$ cat config.mk
export PLATFORM = sky130hd
export DESIGN_NAME = ifm_top
export DESIGN_NICKNAME = d
export VERILOG_FILES = /design/src/rtl/ifm_pkg.sv /design/src/rtl/ifm_keysel.sv /design/src/rtl/ifm_maptab.sv /design/src/rtl/ifm_top.sv
export VERILOG_INCLUDE_DIRS = /design/src /design/src/rtl
export SDC_FILE = /design/constraint.sdc
export NUM_CORES = 1
export LEC_CHECK = 0
export BUFFER_PORTS_ARGS = -buffer_cell sky130_fd_sc_hd__buf_2
export CAP_MARGIN = 10
export CORE_MARGIN = 5
export CORE_UTILIZATION = 40
export DETAILED_ROUTE_END_ITERATION = 8
export HOLD_SLACK_MARGIN = 0.1
export PLACE_DENSITY_LB_ADDON = 0.08
export SLEW_MARGIN = 5
export SYNTH_ARGS = -nofsm -noshare
export SYNTH_HDL_FRONTEND = slang
export SYNTH_HIERARCHICAL = 1
export SYNTH_SLANG_ARGS = --single-unit
$ cat constraint.sdc
create_clock -name hclk -period 5.2 [get_ports hclk]
set_input_delay 0.52 -clock hclk [delete_from_list [all_inputs] [get_ports hclk]]
set_output_delay 0.52 -clock hclk [all_outputs]
set_load 0.05 [all_outputs]
$ cat src/rtl/ifm_defines.svh
`ifndef IFM_DEFINES_SVH
`define IFM_DEFINES_SVH

// Register byte offsets
`define IFM_CTRL_OFF 8'h00
`define IFM_SEL_OFF 8'h04
`define IFM_KEYS_OFF 8'h08
`define IFM_STAT_OFF 8'h0c
`define IFM_OUT_OFF 8'h10
`define IFM_MAPIDX_OFF 8'h14
`define IFM_MAPDAT_OFF 8'h18

// Selector values
`define IFM_SEL_TEACH 8'h62
`define IFM_SEL_TAUGHT 8'h63
`define IFM_SEL_SPEC_LO 8'h01
`define IFM_SEL_SPEC_HI 8'h07
`define IFM_SEL_RESET 8'h00

// Control bits (write-one pulses)
`define IFM_CTRL_DIR_BIT 0
`define IFM_CTRL_POWER_BIT 1

// Geometry
`define IFM_NUM_OUT 8
`define IFM_NUM_COMB 26
`define IFM_LAST_COMB 5'd25

// Power-loss abort time: 2000 ms
`define IFM_ABORT_MS 2000
`define IFM_CLK_MHZ 200

`endif

$ cat src/rtl/ifm_pkg.sv
package ifm_pkg;
    typedef enum logic [1:0] {IFM_IDLE, IFM_STEP, IFM_DONE} ifm_state_t;
    typedef logic [7:0] ifm_outs_t;
    typedef logic [4:0] ifm_comb_t;
endpackage

$ cat src/rtl/ifm_keysel.sv
`include "ifm_defines.svh"

// Builds the taught output set from key presses during a step
module ifm_keysel (
    // Clock and reset
    input wire logic hclk,
    input wire logic hresetn,
    // Control
    input wire logic clear,
    input wire logic key_press,
    input wire logic [3:0] key_num,
    // Result
    output ifm_pkg::ifm_outs_t sel
);
    import ifm_pkg::*;
    logic zero_toggle;

    // Key zero alternates between front and rear lights; keys one to six toggle output n+1
    always_ff @(posedge hclk or negedge hresetn) begin
        if (!hresetn) begin
            sel <= 8'h00;
            zero_toggle <= 1'b0;
        end else if (clear) begin
            sel <= 8'h00;
            zero_toggle <= 1'b0;
        end else if (key_press) begin
            if (key_num == 4'h0) begin
                sel[0] <= ~zero_toggle;
                sel[1] <= zero_toggle;
                zero_toggle <= ~zero_toggle;
            end else if (key_num < 4'h7) begin
                sel[key_num[2:0] + 3'h1] <= ~sel[key_num[2:0] + 3'h1];
            end
        end
    end
endmodule

$ cat src/rtl/ifm_maptab.sv
`include "ifm_defines.svh"

// Stored taught map, one output set per key/direction combination
module ifm_maptab (
    // Clock and reset
    input wire logic hclk,
    input wire logic hresetn,
    // Write side
    input wire logic wr,
    input ifm_pkg::ifm_comb_t wr_idx,
    input ifm_pkg::ifm_outs_t wr_data,
    // Read sides
    input ifm_pkg::ifm_comb_t rd_idx,
    output ifm_pkg::ifm_outs_t rd_data,
    input ifm_pkg::ifm_comb_t sw_idx,
    output ifm_pkg::ifm_outs_t sw_data
);
    import ifm_pkg::*;
    ifm_outs_t mem [0:`IFM_NUM_COMB-1];

    // Contents survive selector changes; only a commit writes
    always_ff @(posedge hclk or negedge hresetn) begin
        if (!hresetn) begin
            for (int i = 0; i < `IFM_NUM_COMB; i++) begin
                mem[i] <= 8'h00;
            end
        end else if (wr) begin
            mem[wr_idx] <= wr_data;
        end
    end

    // Registered read port for the output drive
    always_ff @(posedge hclk or negedge hresetn) begin
        if (!hresetn) begin
            rd_data <= 8'h00;
        end else begin
            rd_data <= (rd_idx < 5'd26) ? mem[rd_idx] : 8'h00;
        end
    end

    // Bus read port is direct, so a read right after an index write sees the new entry
    assign sw_data = (sw_idx < 5'd26) ? mem[sw_idx] : 8'h00;
endmodule

$ cat src/rtl/ifm_top.sv
`include "ifm_defines.svh"

module ifm_top #(
    parameter int ABORT_CYCLES = `IFM_ABORT_MS * 1000 * `IFM_CLK_MHZ
) (
    // Clock and reset
    input wire logic hclk,
    input wire logic hresetn,
    // AHB-Lite slave
    input wire logic hsel,
    input wire logic [31:0] haddr,
    input wire logic [1:0] htrans,
    input wire logic hwrite,
    input wire logic [2:0] hsize,
    input wire logic [31:0] hwdata,
    input wire logic hready,
    output logic [31:0] hrdata,
    output logic hreadyout,
    output logic hresp,
    // Function outputs, physical
    output logic [7:0] func_out,
    // Track power present, from pin
    input wire logic track_power
);
    import ifm_pkg::*;

    function automatic logic sel_is_special(input logic [7:0] v);
        return (v >= `IFM_SEL_SPEC_LO) && (v <= `IFM_SEL_SPEC_HI);
    endfunction

    // Bus address phase capture
    logic ph_wr;
    logic ph_rd;
    logic [7:0] ph_addr;
    always_ff @(posedge hclk or negedge hresetn) begin
        if (!hresetn) begin
            ph_wr <= 1'b0;
            ph_rd <= 1'b0;
            ph_addr <= 8'h00;
        end else if (hready) begin
            ph_wr <= hsel && htrans[1] && hwrite;
            ph_rd <= hsel && htrans[1] && !hwrite;
            ph_addr <= haddr[7:0];
        end
    end
    assign hreadyout = 1'b1;
    assign hresp = 1'b0;

    // Power pin synchroniser
    logic pwr_s1;
    logic pwr_s2;
    always_ff @(posedge hclk or negedge hresetn) begin
        if (!hresetn) begin
            pwr_s1 <= 1'b1;
            pwr_s2 <= 1'b1;
        end else begin
            pwr_s1 <= track_power;
            pwr_s2 <= pwr_s1;
        end
    end

    // Decoded write strobes
    logic wr_sel;
    logic wr_ctrl;
    logic wr_keys;
    logic wr_mapidx;
    logic dir_cmd;
    assign wr_sel = ph_wr && ph_addr == `IFM_SEL_OFF;
    assign wr_ctrl = ph_wr && ph_addr == `IFM_CTRL_OFF;
    assign wr_keys = ph_wr && ph_addr == `IFM_KEYS_OFF;
    assign wr_mapidx = ph_wr && ph_addr == `IFM_MAPIDX_OFF;
    assign dir_cmd = wr_ctrl && hwdata[`IFM_CTRL_DIR_BIT];

    // Power-loss counter; aborts only after a sustained absence
    logic [31:0] off_cnt;
    logic pwr_abort;
    always_ff @(posedge hclk or negedge hresetn) begin
        if (!hresetn) begin
            off_cnt <= 32'h0;
        end else if (pwr_s2) begin
            off_cnt <= 32'h0;
        end else if (off_cnt < 32'(ABORT_CYCLES)) begin
            off_cnt <= off_cnt + 32'h1;
        end
    end
    assign pwr_abort = (off_cnt == 32'(ABORT_CYCLES - 1));

    // Teaching sequencer
    ifm_state_t state;
    ifm_comb_t comb;
    logic [7:0] selector;
    logic [7:0] sel_saved;
    logic map_wr;
    ifm_outs_t step_sel;
    always_ff @(posedge hclk or negedge hresetn) begin
        if (!hresetn) begin
            state <= IFM_IDLE;
            comb <= 5'd0;
            selector <= `IFM_SEL_RESET;
            sel_saved <= `IFM_SEL_RESET;
        end else begin
            unique case (state)
                IFM_IDLE: begin
                    if (wr_sel) begin
                        selector <= hwdata[7:0];
                        if (hwdata[7:0] == `IFM_SEL_TEACH) begin
                            sel_saved <= selector;
                            state <= IFM_STEP;
                            comb <= 5'd0;
                        end
                    end
                end
                IFM_STEP: begin
                    if (pwr_abort) begin
                        // Selector from before entry comes back; stored map untouched
                        state <= IFM_IDLE;
                        selector <= sel_saved;
                    end else if (dir_cmd) begin
                        if (comb == `IFM_LAST_COMB) begin
                            state <= IFM_DONE;
                        end else begin
                            comb <= comb + 5'd1;
                        end
                    end
                end
                IFM_DONE: begin
                    if (pwr_abort) begin
                        state <= IFM_IDLE;
                        selector <= sel_saved;
                    end else if (dir_cmd) begin
                        state <= IFM_IDLE;
                        selector <= `IFM_SEL_TAUGHT;
                    end
                end
            endcase
        end
    end

    // Staging: partial teaching commits only on final confirm
    ifm_outs_t stage [0:`IFM_NUM_COMB-1];
    always_ff @(posedge hclk or negedge hresetn) begin
        if (!hresetn) begin
            for (int i = 0; i < `IFM_NUM_COMB; i++) begin
                stage[i] <= 8'h00;
            end
        end else if (state == IFM_STEP && dir_cmd) begin
            stage[comb] <= step_sel;
        end
    end

    // Copy stage to stored map after final confirm
    logic commit;
    ifm_comb_t cp_idx;
    always_ff @(posedge hclk or negedge hresetn) begin
        if (!hresetn) begin
            commit <= 1'b0;
            cp_idx <= 5'd0;
        end else if (state == IFM_DONE && dir_cmd && !pwr_abort) begin
            commit <= 1'b1;
            cp_idx <= 5'd0;
        end else if (commit) begin
            commit <= (cp_idx != `IFM_LAST_COMB);
            cp_idx <= cp_idx + 5'd1;
        end
    end
    assign map_wr = commit;

    // Key inputs: low 13 bits are key levels, bit 15 = forward direction
    logic [12:0] keys;
    logic fwd;
    logic [12:0] keys_prev;
    always_ff @(posedge hclk or negedge hresetn) begin
        if (!hresetn) begin
            keys <= 13'h0;
            fwd <= 1'b1;
        end else if (wr_keys) begin
            keys <= hwdata[12:0];
            fwd <= hwdata[15];
        end
    end

    // One key press per cycle, lowest changed key first
    logic key_press;
    logic [3:0] key_num;
    always_ff @(posedge hclk or negedge hresetn) begin
        if (!hresetn) begin
            keys_prev <= 13'h0;
        end else if (!key_press || state != IFM_STEP) begin
            keys_prev <= keys;
        end else begin
            keys_prev[key_num] <= keys[key_num];
        end
    end
    always_comb begin
        key_press = 1'b0;
        key_num = 4'h0;
        for (int k = 12; k >= 0; k--) begin
            if (keys[k] != keys_prev[k]) begin
                key_press = (state == IFM_STEP);
                key_num = 4'(k);
            end
        end
    end

    ifm_keysel u_keysel (
        .hclk(hclk),
        .hresetn(hresetn),
        .clear(state != IFM_STEP || dir_cmd),
        .key_press(key_press),
        .key_num(key_num),
        .sel(step_sel)
    );

    // Current key/direction index used for driving in normal mode
    ifm_comb_t run_idx;
    logic [4:0] sw_idx;
    ifm_outs_t run_map;
    ifm_outs_t sw_data;
    always_comb begin
        run_idx = 5'd0;
        for (int k = 0; k < 13; k++) begin
            if (keys[k]) begin
                run_idx = 5'((k * 2) + (fwd ? 0 : 1));
            end
        end
    end
    always_ff @(posedge hclk or negedge hresetn) begin
        if (!hresetn) begin
            sw_idx <= 5'd0;
        end else if (wr_mapidx) begin
            sw_idx <= hwdata[4:0];
        end
    end

    ifm_maptab u_maptab (
        .hclk(hclk),
        .hresetn(hresetn),
        .wr(map_wr),
        .wr_idx(cp_idx),
        .wr_data(stage[cp_idx]),
        .rd_idx(run_idx),
        .rd_data(run_map),
        .sw_idx(sw_idx),
        .sw_data(sw_data)
    );

    // Standard per-key mapping: keys one to six drive output n+1, key zero by direction
    function automatic ifm_outs_t std_map(input logic [12:0] k, input logic f);
        ifm_outs_t o;
        o = 8'h00;
        o[0] = k[0] && f;
        o[1] = k[0] && !f;
        for (int i = 1; i < 7; i++) begin
            o[i + 1] = k[i];
        end
        return o;
    endfunction

    // Output drive; outputs are physical, effects never remapped
    always_ff @(posedge hclk or negedge hresetn) begin
        if (!hresetn) begin
            func_out <= 8'h00;
        end else if (state == IFM_STEP) begin
            func_out <= step_sel;
        end else if (state == IFM_DONE) begin
            func_out <= 8'h03;
        end else if (selector == `IFM_SEL_TAUGHT) begin
            func_out <= (keys != 13'h0) ? run_map : 8'h00;
        end else if (sel_is_special(selector)) begin
            func_out <= std_map(keys, fwd) & 8'h0f;
        end else begin
            func_out <= std_map(keys, fwd);
        end
    end

    // Read mux
    always_ff @(posedge hclk or negedge hresetn) begin
        if (!hresetn) begin
            hrdata <= 32'h0;
        end else if (hready && hsel && htrans[1] && !hwrite) begin
            unique case (haddr[7:0])
                `IFM_SEL_OFF: hrdata <= {24'h0, selector};
                `IFM_KEYS_OFF: hrdata <= {16'h0, fwd, 2'b00, keys};
                `IFM_STAT_OFF: hrdata <= {22'h0, 5'(comb), 3'(state), pwr_s2, 1'b0};
                `IFM_OUT_OFF: hrdata <= {24'h0, func_out};
                `IFM_MAPIDX_OFF: hrdata <= {27'h0, sw_idx};
                `IFM_MAPDAT_OFF: hrdata <= {24'h0, sw_data};
                default: hrdata <= 32'h0;
            endcase
        end
    end
endmodule

# ---- Word level (Yosys, flattened, before mapping)
# Cells that the tools add are included.
dict set report word_totals {
  reg_bits 577
  wordCells 302
  inputBits 75
}
dict set report classes {
  mux 107
  n_eq_ne 40
  magnitude_cmp 16
  add_sub_neg 16
  n_reduce_logical 44
  bitwise 6
}
# op n
set op_table {}
lappend op_table {{208-bit bitwise mux} 2}
lappend op_table {{8-bit two-way mux} 22}
lappend op_table {{8-bit binary-select mux with 5-bit select} 3}
lappend op_table {{16-bit case mux with 6 select lines} 1}
lappend op_table {{5-bit two-way mux} 19}
lappend op_table {{8-bit demux with 5-bit select} 2}
lappend op_table {{32-bit two-way mux} 2}
lappend op_table {{4-bit two-way mux} 13}
lappend op_table {{5-bit adder (first input constant)} 8}
lappend op_table {{32-bit by 1-bit adder with 32-bit output (second input constant)} 1}
lappend op_table {{32-bit by 29-bit equality test with 1-bit output (second input constant)} 1}
lappend op_table {{8-bit by 5-bit equality test with 1-bit output (second input constant)} 4}
lappend op_table {{32-bit by 29-bit less-than comparator with 1-bit output (second input constant)} 1}
lappend op_table {{8-bit by 4-bit equality test with 1-bit output (second input constant)} 3}
lappend op_table {{6-bit greater-or-equal comparator (second input constant)} 4}
lappend op_table {{1-bit two-way mux} 24}
lappend op_table {{5-bit inverter with 6-bit output} 4}
lappend op_table {{8-bit case mux with 3 select lines} 1}
lappend op_table {{1-bit logical AND} 20}
lappend op_table {{8-bit by 3-bit equality test with 1-bit output (second input constant)} 2}
lappend op_table {{8-bit by 7-bit equality test with 1-bit output (second input constant)} 2}
lappend op_table {{2-bit two-way mux} 8}
lappend op_table {{13-bit bitwise mux} 1}
lappend op_table {{13-bit two-way mux} 1}
lappend op_table {{other kinds (43)} 80}

# ---- Depth between registers and ports, before layout
# Gate-level depths: netlist of the first run.
dict set report depth {
  word_depth 24
  depth_mapped 14
}

# ---- By module
# The synthesis of the first run kept the hierarchy.
# mod cells_per_inst seq_area_each_um2 area_per_inst_um2 instances
set by_module_without_submodules {}
lappend by_module_without_submodules {ifm_top 1434 8361.8 16836.1 1}
lappend by_module_without_submodules {ifm_maptab 852 5405.2 11647.4 1}
lappend by_module_without_submodules {ifm_keysel 71 225.2 660.6 1}

# ---- Least setup slack after synthesis of the first run
# No wires, ideal clock.
dict set report synth_path {
  kind {flip-flop to flip-flop}
  from {reg keys[7]}
  to {reg u_keysel.sel[1]}
  stages_incl_launch_ff 12
  arrival_time_ns 2.747
  period_less_slack_ns 2.848
  setup_time_ns 0.101
  required_ns 5.099
  path_buffers 2
  setup_slack_ns 2.352
  cell_sequence {dfrtp_1 -> buf_6 -> xor2_2 -> a211oi_2 -> o21ai_2 -> o21ai_4 -> inv_2 -> buf_2 -> inv_1 -> ha_1 -> or4_4 -> o32ai_1}
}
dict set report synth_via {
  elab_chain_len 19
  elab_cells_between_ends 36
  classes_between {1 x add/sub; 3 x order compare; 1 x eq/ne; 25 x mux; 1 x bitwise; 5 x reduce/logical}
}
# element line_no
set synth_rtl {}
lappend synth_rtl {{from (decl)} ifm_top.sv:169} ;# logic [12:0] keys;
lappend synth_rtl {{from (signal assigned)} ifm_top.sv:177} ;# keys <= hwdata[12:0];
lappend synth_rtl {{1-bit inequality test (*)} ifm_top.sv:198} ;# if (keys[k] != keys_prev[k]) begin
lappend synth_rtl {{4-bit two-way mux (*) (8 in a row)} ifm_top.sv:198}
lappend synth_rtl {{net key_num[0]} ifm_top.sv:184} ;# logic [3:0] key_num;
lappend synth_rtl {{3-bit by 1-bit adder with 3-bit output} ifm_keysel.sv:32} ;# sel[key_num[2:0] + 3'h1] <= ~sel[key_num[2:0] + 3'h1];
lappend synth_rtl {{3-bit by 4-bit less-than comparator with 1-bit output (implied by the code) / 3-bit by 1-bit greater-or-equal comparator with 1-bit output (equally long branches)} ifm_keysel.sv:32}
lappend synth_rtl {{1-bit logical AND (implied by the code)} ifm_keysel.sv:32}
lappend synth_rtl {{1-bit two-way mux (implied by the code)} ifm_keysel.sv:32}
lappend synth_rtl {{1-bit demux with 3-bit select} n/a}
lappend synth_rtl {{8-bit bitwise mux} ifm_keysel.sv:32}
lappend synth_rtl {{8-bit two-way mux} ifm_keysel.sv:31} ;# end else if (key_num < 4'h7) begin
lappend synth_rtl {{2-bit two-way mux} ifm_keysel.sv:27} ;# if (key_num == 4'h0) begin
lappend synth_rtl {{8-bit two-way mux} ifm_keysel.sv:26} ;# end else if (key_press) begin
lappend synth_rtl {{8-bit two-way mux} ifm_keysel.sv:23} ;# end else if (clear) begin
lappend synth_rtl {{to (signal assigned)} ifm_keysel.sv:29} ;# sel[1] <= zero_toggle;
lappend synth_rtl {{to (signal, indexed assignment)} ifm_keysel.sv:32}
lappend synth_rtl {{to (decl)} ifm_keysel.sv:13} ;# output ifm_pkg::ifm_outs_t sel
# The timed path passes the listed nets; every way through them passes the cells marked *. The select of a mux whose other input is x is not followed.
# A chain may end at the register's enable or synchronous reset.

# ---- Final worst setup path of the first run
dict set report layout_path {
  from {reg keys[11]}
  to {reg u_maptab.rd_data[2]}
}
dict set report layout_via {
  elab_chain_len 7
  elab_cells_between_ends 8
  classes_between {1 x order compare; 6 x mux; 1 x bitwise}
}
# element line_no
set layout_rtl {}
lappend layout_rtl {{5-bit two-way mux (*) (2 in a row)} ifm_top.sv:222} ;# if (keys[k]) begin
lappend layout_rtl {{net run_idx[4]} ifm_top.sv:215} ;# ifm_comb_t run_idx;
lappend layout_rtl {{5-bit inverter with 6-bit output (implied by the code)} ifm_maptab.sv:37} ;# rd_data <= (rd_idx < 5'd26) ? mem[rd_idx] : 8'h00;
lappend layout_rtl {{8-bit binary-select mux with 5-bit select} ifm_maptab.sv:37}
lappend layout_rtl {{8-bit two-way mux (implied by the code) (2 in a row)} ifm_maptab.sv:37}
lappend layout_rtl {{8-bit two-way mux (*)} ifm_maptab.sv:37}
lappend layout_rtl {{to (signal assigned)} ifm_maptab.sv:37}
lappend layout_rtl {{to (decl)} ifm_maptab.sv:14} ;# output ifm_pkg::ifm_outs_t rd_data,
# Marks and branches as above.

==> flow_metrics.py, run 1 <==
metrics = {
    "route": {
        "vias_per_cell": 5.79,
        "drtIter0Drc": 1485,
        "drt-pass1-iter-count": 5,
        "wl_um": 83900,
        "wl_per_cell_um": 24.9,
        "ant_nets": 0,
        "vias": 19509,
        "post-route-drc-count": 0,
    },
    "placement": {
        "port_buffers": 50,
        "post-place-ws_ns": 1.51,
        "dp_hpwl_um": 55800,
        "post_dp_cell_area_sq_um": 30200,
        "gp_routability_congestion": 0.881,
    },
    "run_status": {
        "status": "finished clean",
    },
    "yosys": {
        "async_flop_share_pct": 100,
        "synth_edf_count": 0,
        "yosysWarnings": 6,
        "synthesis.area_sq_um": 29100,
        "syn_area_per_cell_sq_um": 12.4,
        "synth_flop_cell": "dfrtp_1",
        "ys_seq_area_share_pct": 48.0,
        "synth.distinct_cells": 90,
        "ys_ff_latch": 559,
        "synthCells": 2357,
    },
    "critical_path": {
        "path_buf_inv": 2,
        "crit_fanout": 25,
        "crit_required_ns": 5.62,
        "start_kind": "flop",
        "cp_data_arrival_time_ns": 4.16,
        "r2r_setup_slack_ns": 1.46,
        "path_delay_family": "simple AND/OR/NAND/NOR gates",
        "worst_setup_path_end_kind": "flop",
        "critPathSlowestCell": "a211oi_1",
        "cp_slowest_stage_delay_ns": 0.69,
        "worstRegToRegCells": 10,
        "r2r_start": "keys[11]$_DFFE_PN0P_",
        "setup.worst_path.class": "flop to flop",
        "crit_chain": "nor4_1 -> nand2b_1 -> buf_4 -> nor3_1 -> nor2_4 -> buf_12 -> mux2i_1 -> nor2_1 -> a211oi_1 -> o211ai_1",
        "regToRegEndpoint": "u_maptab/rd_data[2]$_DFF_PN0_",
    },
    "job": {
        "drv_cap": 0,
    },
    "clocking": {
        "cts.repair.resized": 0,
        "clkSlewWorstSetupHoldPaths_ns": 0.06,
        "cts.path.max_buffers": 3,
        "tritoncts": "yes",
        "cts_buffers": 68,
        "clock_sinks": 559,
        "cts_hold_buf": 2,
        "root_buffer": "clkbuf_16",
        "cts_setup_buffers": 0,
        "htreeDepth": 3,
        "clk_latency_ns": 0.61,
    },
    "pwr": {
        "peakVddDrop_uv": 279,
        "p_leak_nw": 14.8,
        "powerDensity_nw_per_um2": 335,
    },
    "timing": {
        "rsz0062_at_grt": "no",
        "slew_violations": 0,
        "tns_ns": 0,
        "post-route-min-period_ns": 3.74,
        "hold_viol": 0,
        "finalCritPeriodShare_pct": 71.9,
        "clock-skew-final_ns": 0.0209,
        "holdWs_ns": 0.160,
        "tightestPinTransition_ns": 1.21,
        "layout_setup_ws_ns": 1.46,
        "fmax_ghz": 0.268,
        "setup_violations": 0,
        "slew_headroom_pct": 19.7,
    },
    "floorplanning": {
        "die_w_um": 280,
        "core_area_sq_um": 72600,
        "row_count": 99,
        "fp.dieArea_sq_um": 78400,
        "start_util_pct": 40.2,
        "ios": 117,
        "die_y_um": 280,
    },
    "final_layout": {
        "area_delta_synth_final_pct": 11.1,
        "layout.nets": 2452,
        "drive_gt1_share_pct": 32.6,
        "fin_util_pct": 44.6,
        "stdcell_area_sq_um": 32400,
        "diodes": 0,
    },
    "global_route": {
        "grtUsageTotal_pct": 21.3,
        "grt_pass1_vias": 19995,
        "use_met3_pct": 3.26,
        "top_usage_layer": "met2",
        "grtUsageMet1_pct": 30.4,
        "antenna_found_initial": 1,
        "grt_pass1_wl_um": 129000,
        "grt_max_degree": 164,
        "gr-total-overflow": 0,
        "use_met2_pct": 34.4,
    },
    "worst_hold_path": {
        "min_from": "hwdata[8]",
        "holdPathEnd": "keys[8]$_DFFE_PN0P_",
        "whs_path_depth": 2,
        "hp-class": "input pin to flop",
    },
}
==> synthesized netlist by cell type (29+ instances only) <==
master / instances / area (sq um)
dfrtp_1: 556 / 13900
mux2_2: 417 / 4700
nand2_1: 180 / 676
mux2i_1: 122 / 1220
nor2_1: 114 / 428
mux4_2: 111 / 2500
clkbuf_1: 90 / 338
o21ai_0: 89 / 445
a21oi_1: 53 / 265
a22oi_1: 38 / 285
buf_4: 36 / 270
inv_1: 34 / 128
nor2b_1: 32 / 200
xnor2_1: 32 / 280
nand3_1: 29 / 145
==> layout by cell type (no fill, tap or decap), drive strengths merged, types with 13 or more instances in the layout <==
master,instances
o211ai,13
clkbuf,107
o31ai,15
conb,20
nor2,124
a21oi,53
inv,40
nor4,23
nor2b,32
nand3,29
a211oi,15
or4,15
xnor2,32
o21ai,92
dfrtp,556
xor2,15
and2,16
mux2,429
buf,91
mux4,111
nand2,187
o22ai,13
nand4,28
mux2i,122
a22oi,38
nor3,23
==> how the worst max path moves through the flow <==
stage                                          to                 start  slack (ns)  depth (start not counted)
floorplan             u_keysel/sel[1]$_DFFE_PN0P_   keys[7]$_DFFE_PN0P_        2.35                         11
global placement    u_maptab/rd_data[2]$_DFF_PN0_  keys[11]$_DFFE_PN0P_        1.49                         10
detailed placement  u_maptab/rd_data[7]$_DFF_PN0_  keys[11]$_DFFE_PN0P_        1.51                          9
CTS                 u_maptab/rd_data[7]$_DFF_PN0_  keys[11]$_DFFE_PN0P_        1.48                          9
global route        u_maptab/rd_data[2]$_DFF_PN0_  keys[11]$_DFFE_PN0P_        1.30                         10
finish              u_maptab/rd_data[2]$_DFF_PN0_  keys[11]$_DFFE_PN0P_        1.46                         10
==> layer usage <==
metal | part of all wire (%) | up-vias | wire [um]
met5 | 0.015 | - | 13
met4 | 2.8 | 2 | 2390
met3 | 4.3 | 139 | 3570
met2 | 47 | 458 | 39400
met1 | 46 | 10209 | 38500
li1 | - | 8701 | -
==> worst register-to-register path, stage by stage, from the launching register on <==
cell and delay [ns]:
dfrtp_1 0.52, nor4_1 0.42, nand2b_1 0.09, buf_4 0.22
nor3_1 0.51, nor2_4 0.27, buf_12 0.27, mux2i_1 0.26
nor2_1 0.06, a211oi_1 0.69, o211ai_1 0.24
==> cell type report <==
type | instances | area, sq um
Tap cell | 959 | 1200
Timing Repair Buffer | 93 | 651
Clock inverter | 10 | 86.3
Sequential cell | 559 | 14000
Fill cell | 6720 | 40200
Inverter | 37 | 141
Multi-Input combinational cell | 1606 | 14300
Clock buffer | 107 | 2040
==> state kept, by name, indices dropped and copies added (netlist names), 2 cells and up <==
signal            flops
comb                  5
cp_idx                5
func_out              8
hrdata               14
keys                 13
keys_prev            13
off_cnt              32
ph_addr               8
sel_saved             8
selector              8
stage               208
state                 2
sw_idx                5
u_keysel/sel          8
u_maptab/mem        208
u_maptab/rd_data      8
==> logic make-up (layout without fill, tap and decap cells) <==
kind of cell / Yosys count / count (layout) / synth area share, %
xor gates and xnor gates: 47 / 47 / 1.57
adders and majority gates: 12 / 12 / 0.515
buffers and inverters: 210 / 247 / 3.52
DFF: 559 / 559 / 48.0
other: 2 / 20 / 0.0258
and+or+nand+nor: 552 / 552 / 9.90
muxes: 662 / 662 / 29.3
AOI/OAI and AO/OA: 313 / 313 / 7.12
==> stage by stage <==
step           std cells  total power, mW
3_5_place_dp        3252             6.37
5_1_grt             3371             11.3
3_3_place_gp        3252             6.35
6_report            3371             10.9
4_1_cts             3371             11.0
2_1_floorplan       2375             5.81
==> power breakdown <==
part / internal (mW) / total, mW / switching [mW]
sequential: 4.48 / 4.81 / 0.330
clock: 2.69 / 4.57 / 1.87
combinational: 0.472 / 1.48 / 1.01
total: 7.65 / 10.9 / 3.21
Note: power is estimated with default switching activity, not from simulation.
==> run 2: changes to the inputs <==
Clock period 5.2 ns to 3.66 ns, I/O delays scaled along.
==> run 2 against run 1 <==
  * Via count increased by 1.4%
  * Clock power increased by 45%
  * Design area increased by 2.6%
  * Non-clock buffer count increased by 77
  * Power increased by 45%
  * Worst setup slack got worse by 1.1 ns
  * Sequential share of layout area decreased by 1.1 points
  * Utilization increased by 1.2 points
  * Routed wire length increased by 0.24%
  * Flip-flop and latch count unchanged
  * Combinational power increased by 54%
  * Clock skew increased by 0.0031 ns
  * Largest cell class unchanged
==> flow_metrics.py, run 2 (synthesized netlist as in run 1, its figures left out) <==
metrics = {
    "final_layout": {
        "final_cell_mix": "dfrtp_1, mux2_2, nand2_1",
        "drive_gt1_share_pct": 34.0,
        "stdcell_area_sq_um": 33200,
        "area_delta_synth_final_pct": 14.0,
        "top_regs": "stage x208, u_maptab/mem x208, off_cnt x32",
        "final_common_cell": "dfrtp_1",
        "layout.nets": 2529,
    },
    "critical_path": {
        "crit_required_ns": 4.17,
        "regToRegEndpoint": "u_keysel/sel[2]$_DFFE_PN0P_",
        "r2r_start": "keys[3]$_DFFE_PN0P_",
        "setup.worst_path.class": "flop to flop",
        "crit_chain": "xor2_2 -> o21a_1 -> o21ba_2 -> o21ai_4 -> inv_2 -> inv_1 -> ha_1 -> o2111ai_2 -> or4_1 -> a21oi_1",
        "start_kind": "flop",
        "path_delay_family": "compound AO/OA/AOI/OAI gates",
        "worst_setup_path_end_kind": "flop",
        "cp_data_arrival_time_ns": 3.84,
        "crit_fanout": 12,
        "cp_slowest_stage_delay_ns": 0.55,
        "path_buf_inv": 2,
        "worstRegToRegCells": 10,
        "r2r_setup_slack_ns": 0.33,
        "critPathSlowestCell": "dfrtp_1",
    },
    "placement": {
        "port_buffers": 50,
        "gp_routability_congestion": 0.885,
        "dp_hpwl_um": 58900,
        "post_dp_cell_area_sq_um": 30800,
    },
    "clocking": {
        "cts.path.max_buffers": 3,
        "cts.repair.resized": 0,
        "tritoncts": "yes",
        "cts_buffers": 68,
        "clkSlewWorstSetupHoldPaths_ns": 0.06,
        "clock_sinks": 559,
        "clk_latency_ns": 0.60,
        "htreeDepth": 3,
        "root_buffer": "clkbuf_16",
    },
    "timing": {
        "post-route-min-period_ns": 3.33,
        "slew_violations": 0,
        "hold_viol": 0,
        "tns_ns": 0,
        "fmax_ghz": 0.300,
        "clock-skew-final_ns": 0.0240,
        "finalCritPeriodShare_pct": 91.1,
        "setup_violations": 0,
        "rsz0062_at_grt": "no",
        "tightestPinTransition_ns": 1.17,
        "slew_headroom_pct": 22.2,
    },
    "global_route": {
        "gr-total-overflow": 0,
        "grt_pass1_wl_um": 130000,
        "antenna_found_initial": 0,
        "grt_pass1_vias": 20436,
        "grtUsageTotal_pct": 21.4,
        "grt_max_degree": 93,
    },
    "route": {
        "vias_per_cell": 5.73,
        "drtIter0Drc": 1332,
        "wl_met1_um": 38100,
        "wl_per_cell_um": 24.4,
        "wl_met3_um": 3420,
        "wl_um": 84100,
        "ant_nets": 0,
        "drt-pass1-iter-count": 5,
        "wl_met2_um": 40000,
        "maxUsedRoutingLayer": "met4",
        "post-route-drc-count": 0,
        "vias": 19790,
    },
    "floorplanning": {
        "start_util_pct": 40.2,
        "fp.dieArea_sq_um": 78400,
        "die_y_um": 280,
        "die_w_um": 280,
        "row_count": 99,
        "core_area_sq_um": 72600,
        "ios": 117,
    },
    "pwr": {
        "switching_share_pct": 29.1,
        "power_frac_seq_pct": 43.2,
        "peakVddDrop_uv": 474,
        "p_leak_nw": 15.3,
        "powerDensity_nw_per_um2": 472,
        "clockPowerShare_pct": 42.3,
        "p_sw_mw": 4.56,
        "comb_power_share_pct": 14.5,
        "power.internal_mw": 11.1,
    },
    "worst_hold_path": {
        "hp-class": "input pin to flop",
        "whs_path_depth": 2,
        "min_from": "hwdata[0]",
        "holdPathEnd": "sw_idx[0]$_DFFE_PN0P_",
    },
    "run_status": {
        "status": "finished clean",
    },
    "job": {
        "drv_cap": 0,
    },
}
[run 2: cell count changes in the layout (fill, tap and decap cells not counted), sizes merged]
cell	before	now
buf	91	148
dlygate4sd3	2	22
bufinv	0	3
clkinv	6	5
clkinvlp	1	0
diode	0	1
inv	40	41
[run 2: worst max-delay path by stage]
stage | depth (start not counted) | startpoint | to
floorplan | 11 | keys[7]$_DFFE_PN0P_ | u_keysel/sel[1]$_DFFE_PN0P_
global placement | 11 | sw_idx[0]$_DFFE_PN0P_ | hrdata[4]$_DFFE_PN0P_
detailed placement | 10 | keys[11]$_DFFE_PN0P_ | u_keysel/sel[1]$_DFFE_PN0P_
CTS | 10 | keys[11]$_DFFE_PN0P_ | u_keysel/sel[1]$_DFFE_PN0P_
global route | 8 | keys[4]$_DFFE_PN0P_ | u_keysel/sel[3]$_DFFE_PN0P_
finish | 10 | keys[3]$_DFFE_PN0P_ | u_keysel/sel[2]$_DFFE_PN0P_
[run 2: power groups by stage]
stage          sequential [mW]  clock, mW  combinational, mW
2_1_floorplan             6.76          0               1.49
3_3_place_gp              6.87          0               2.23
3_5_place_dp              6.88          0               2.25
4_1_cts                   6.77       6.86               2.27
5_1_grt                   6.80       7.11               2.47
6_report                  6.77       6.64               2.28
[run 2: routing by layer]
layer	track usage, %	vias to the layer above
li1	-	8853
met1	30.4	10303
met2	34.7	500
met3	2.61	134
met4	6.90	0
met5	0	-
[run 2: final cells by class]
class / count / area (sq um)
Antenna cell: 1 / 2.50
Timing Repair Buffer: 170 / 1440
Clock buffer: 107 / 2030
Clock inverter: 12 / 161
Sequential cell: 559 / 14000
Inverter: 37 / 141
Fill cell: 6638 / 39400
Tap cell: 959 / 1200
Multi-Input combinational cell: 1606 / 14300
[run 2: worst register-to-register path: cells and delay by family, from the launching register on]
family / cells / cell delay [ns]
AOI/OAI and AO/OA: 5 / 0.94
xor gates and xnor gates: 1 / 0.38
adders and majority gates: 1 / 0.42
buffers and inverters: 2 / 0.43
DFF: 1 / 0.55
and+or+nand+nor: 1 / 0.53
[run 2: repair_timing]
action	CTS	global route
hold endpoints to repair	105	0
hold buffers	22	0
setup endpoints to repair	0	0
buffers inserted	0	0
[run 2: per-stage QoR]
stage | instances | hold slack [ns] | setup WS [ns] | utilization [%] | power [mW]
after floorplan | 2375 | 0.0704 | 0.812 | - | 8.25
after global placement | 3309 | 0.346 | 0.438 | 42.5 | 9.10
after detailed placement | 3309 | 0.351 | 0.394 | 42.5 | 9.13
after CTS | 3450 | 0.135 | 0.395 | 45.8 | 15.9
after global routing | 3450 | 0.156 | 0.157 | 45.8 | 16.4
final | 3451 | 0.170 | 0.325 | 45.8 | 15.7
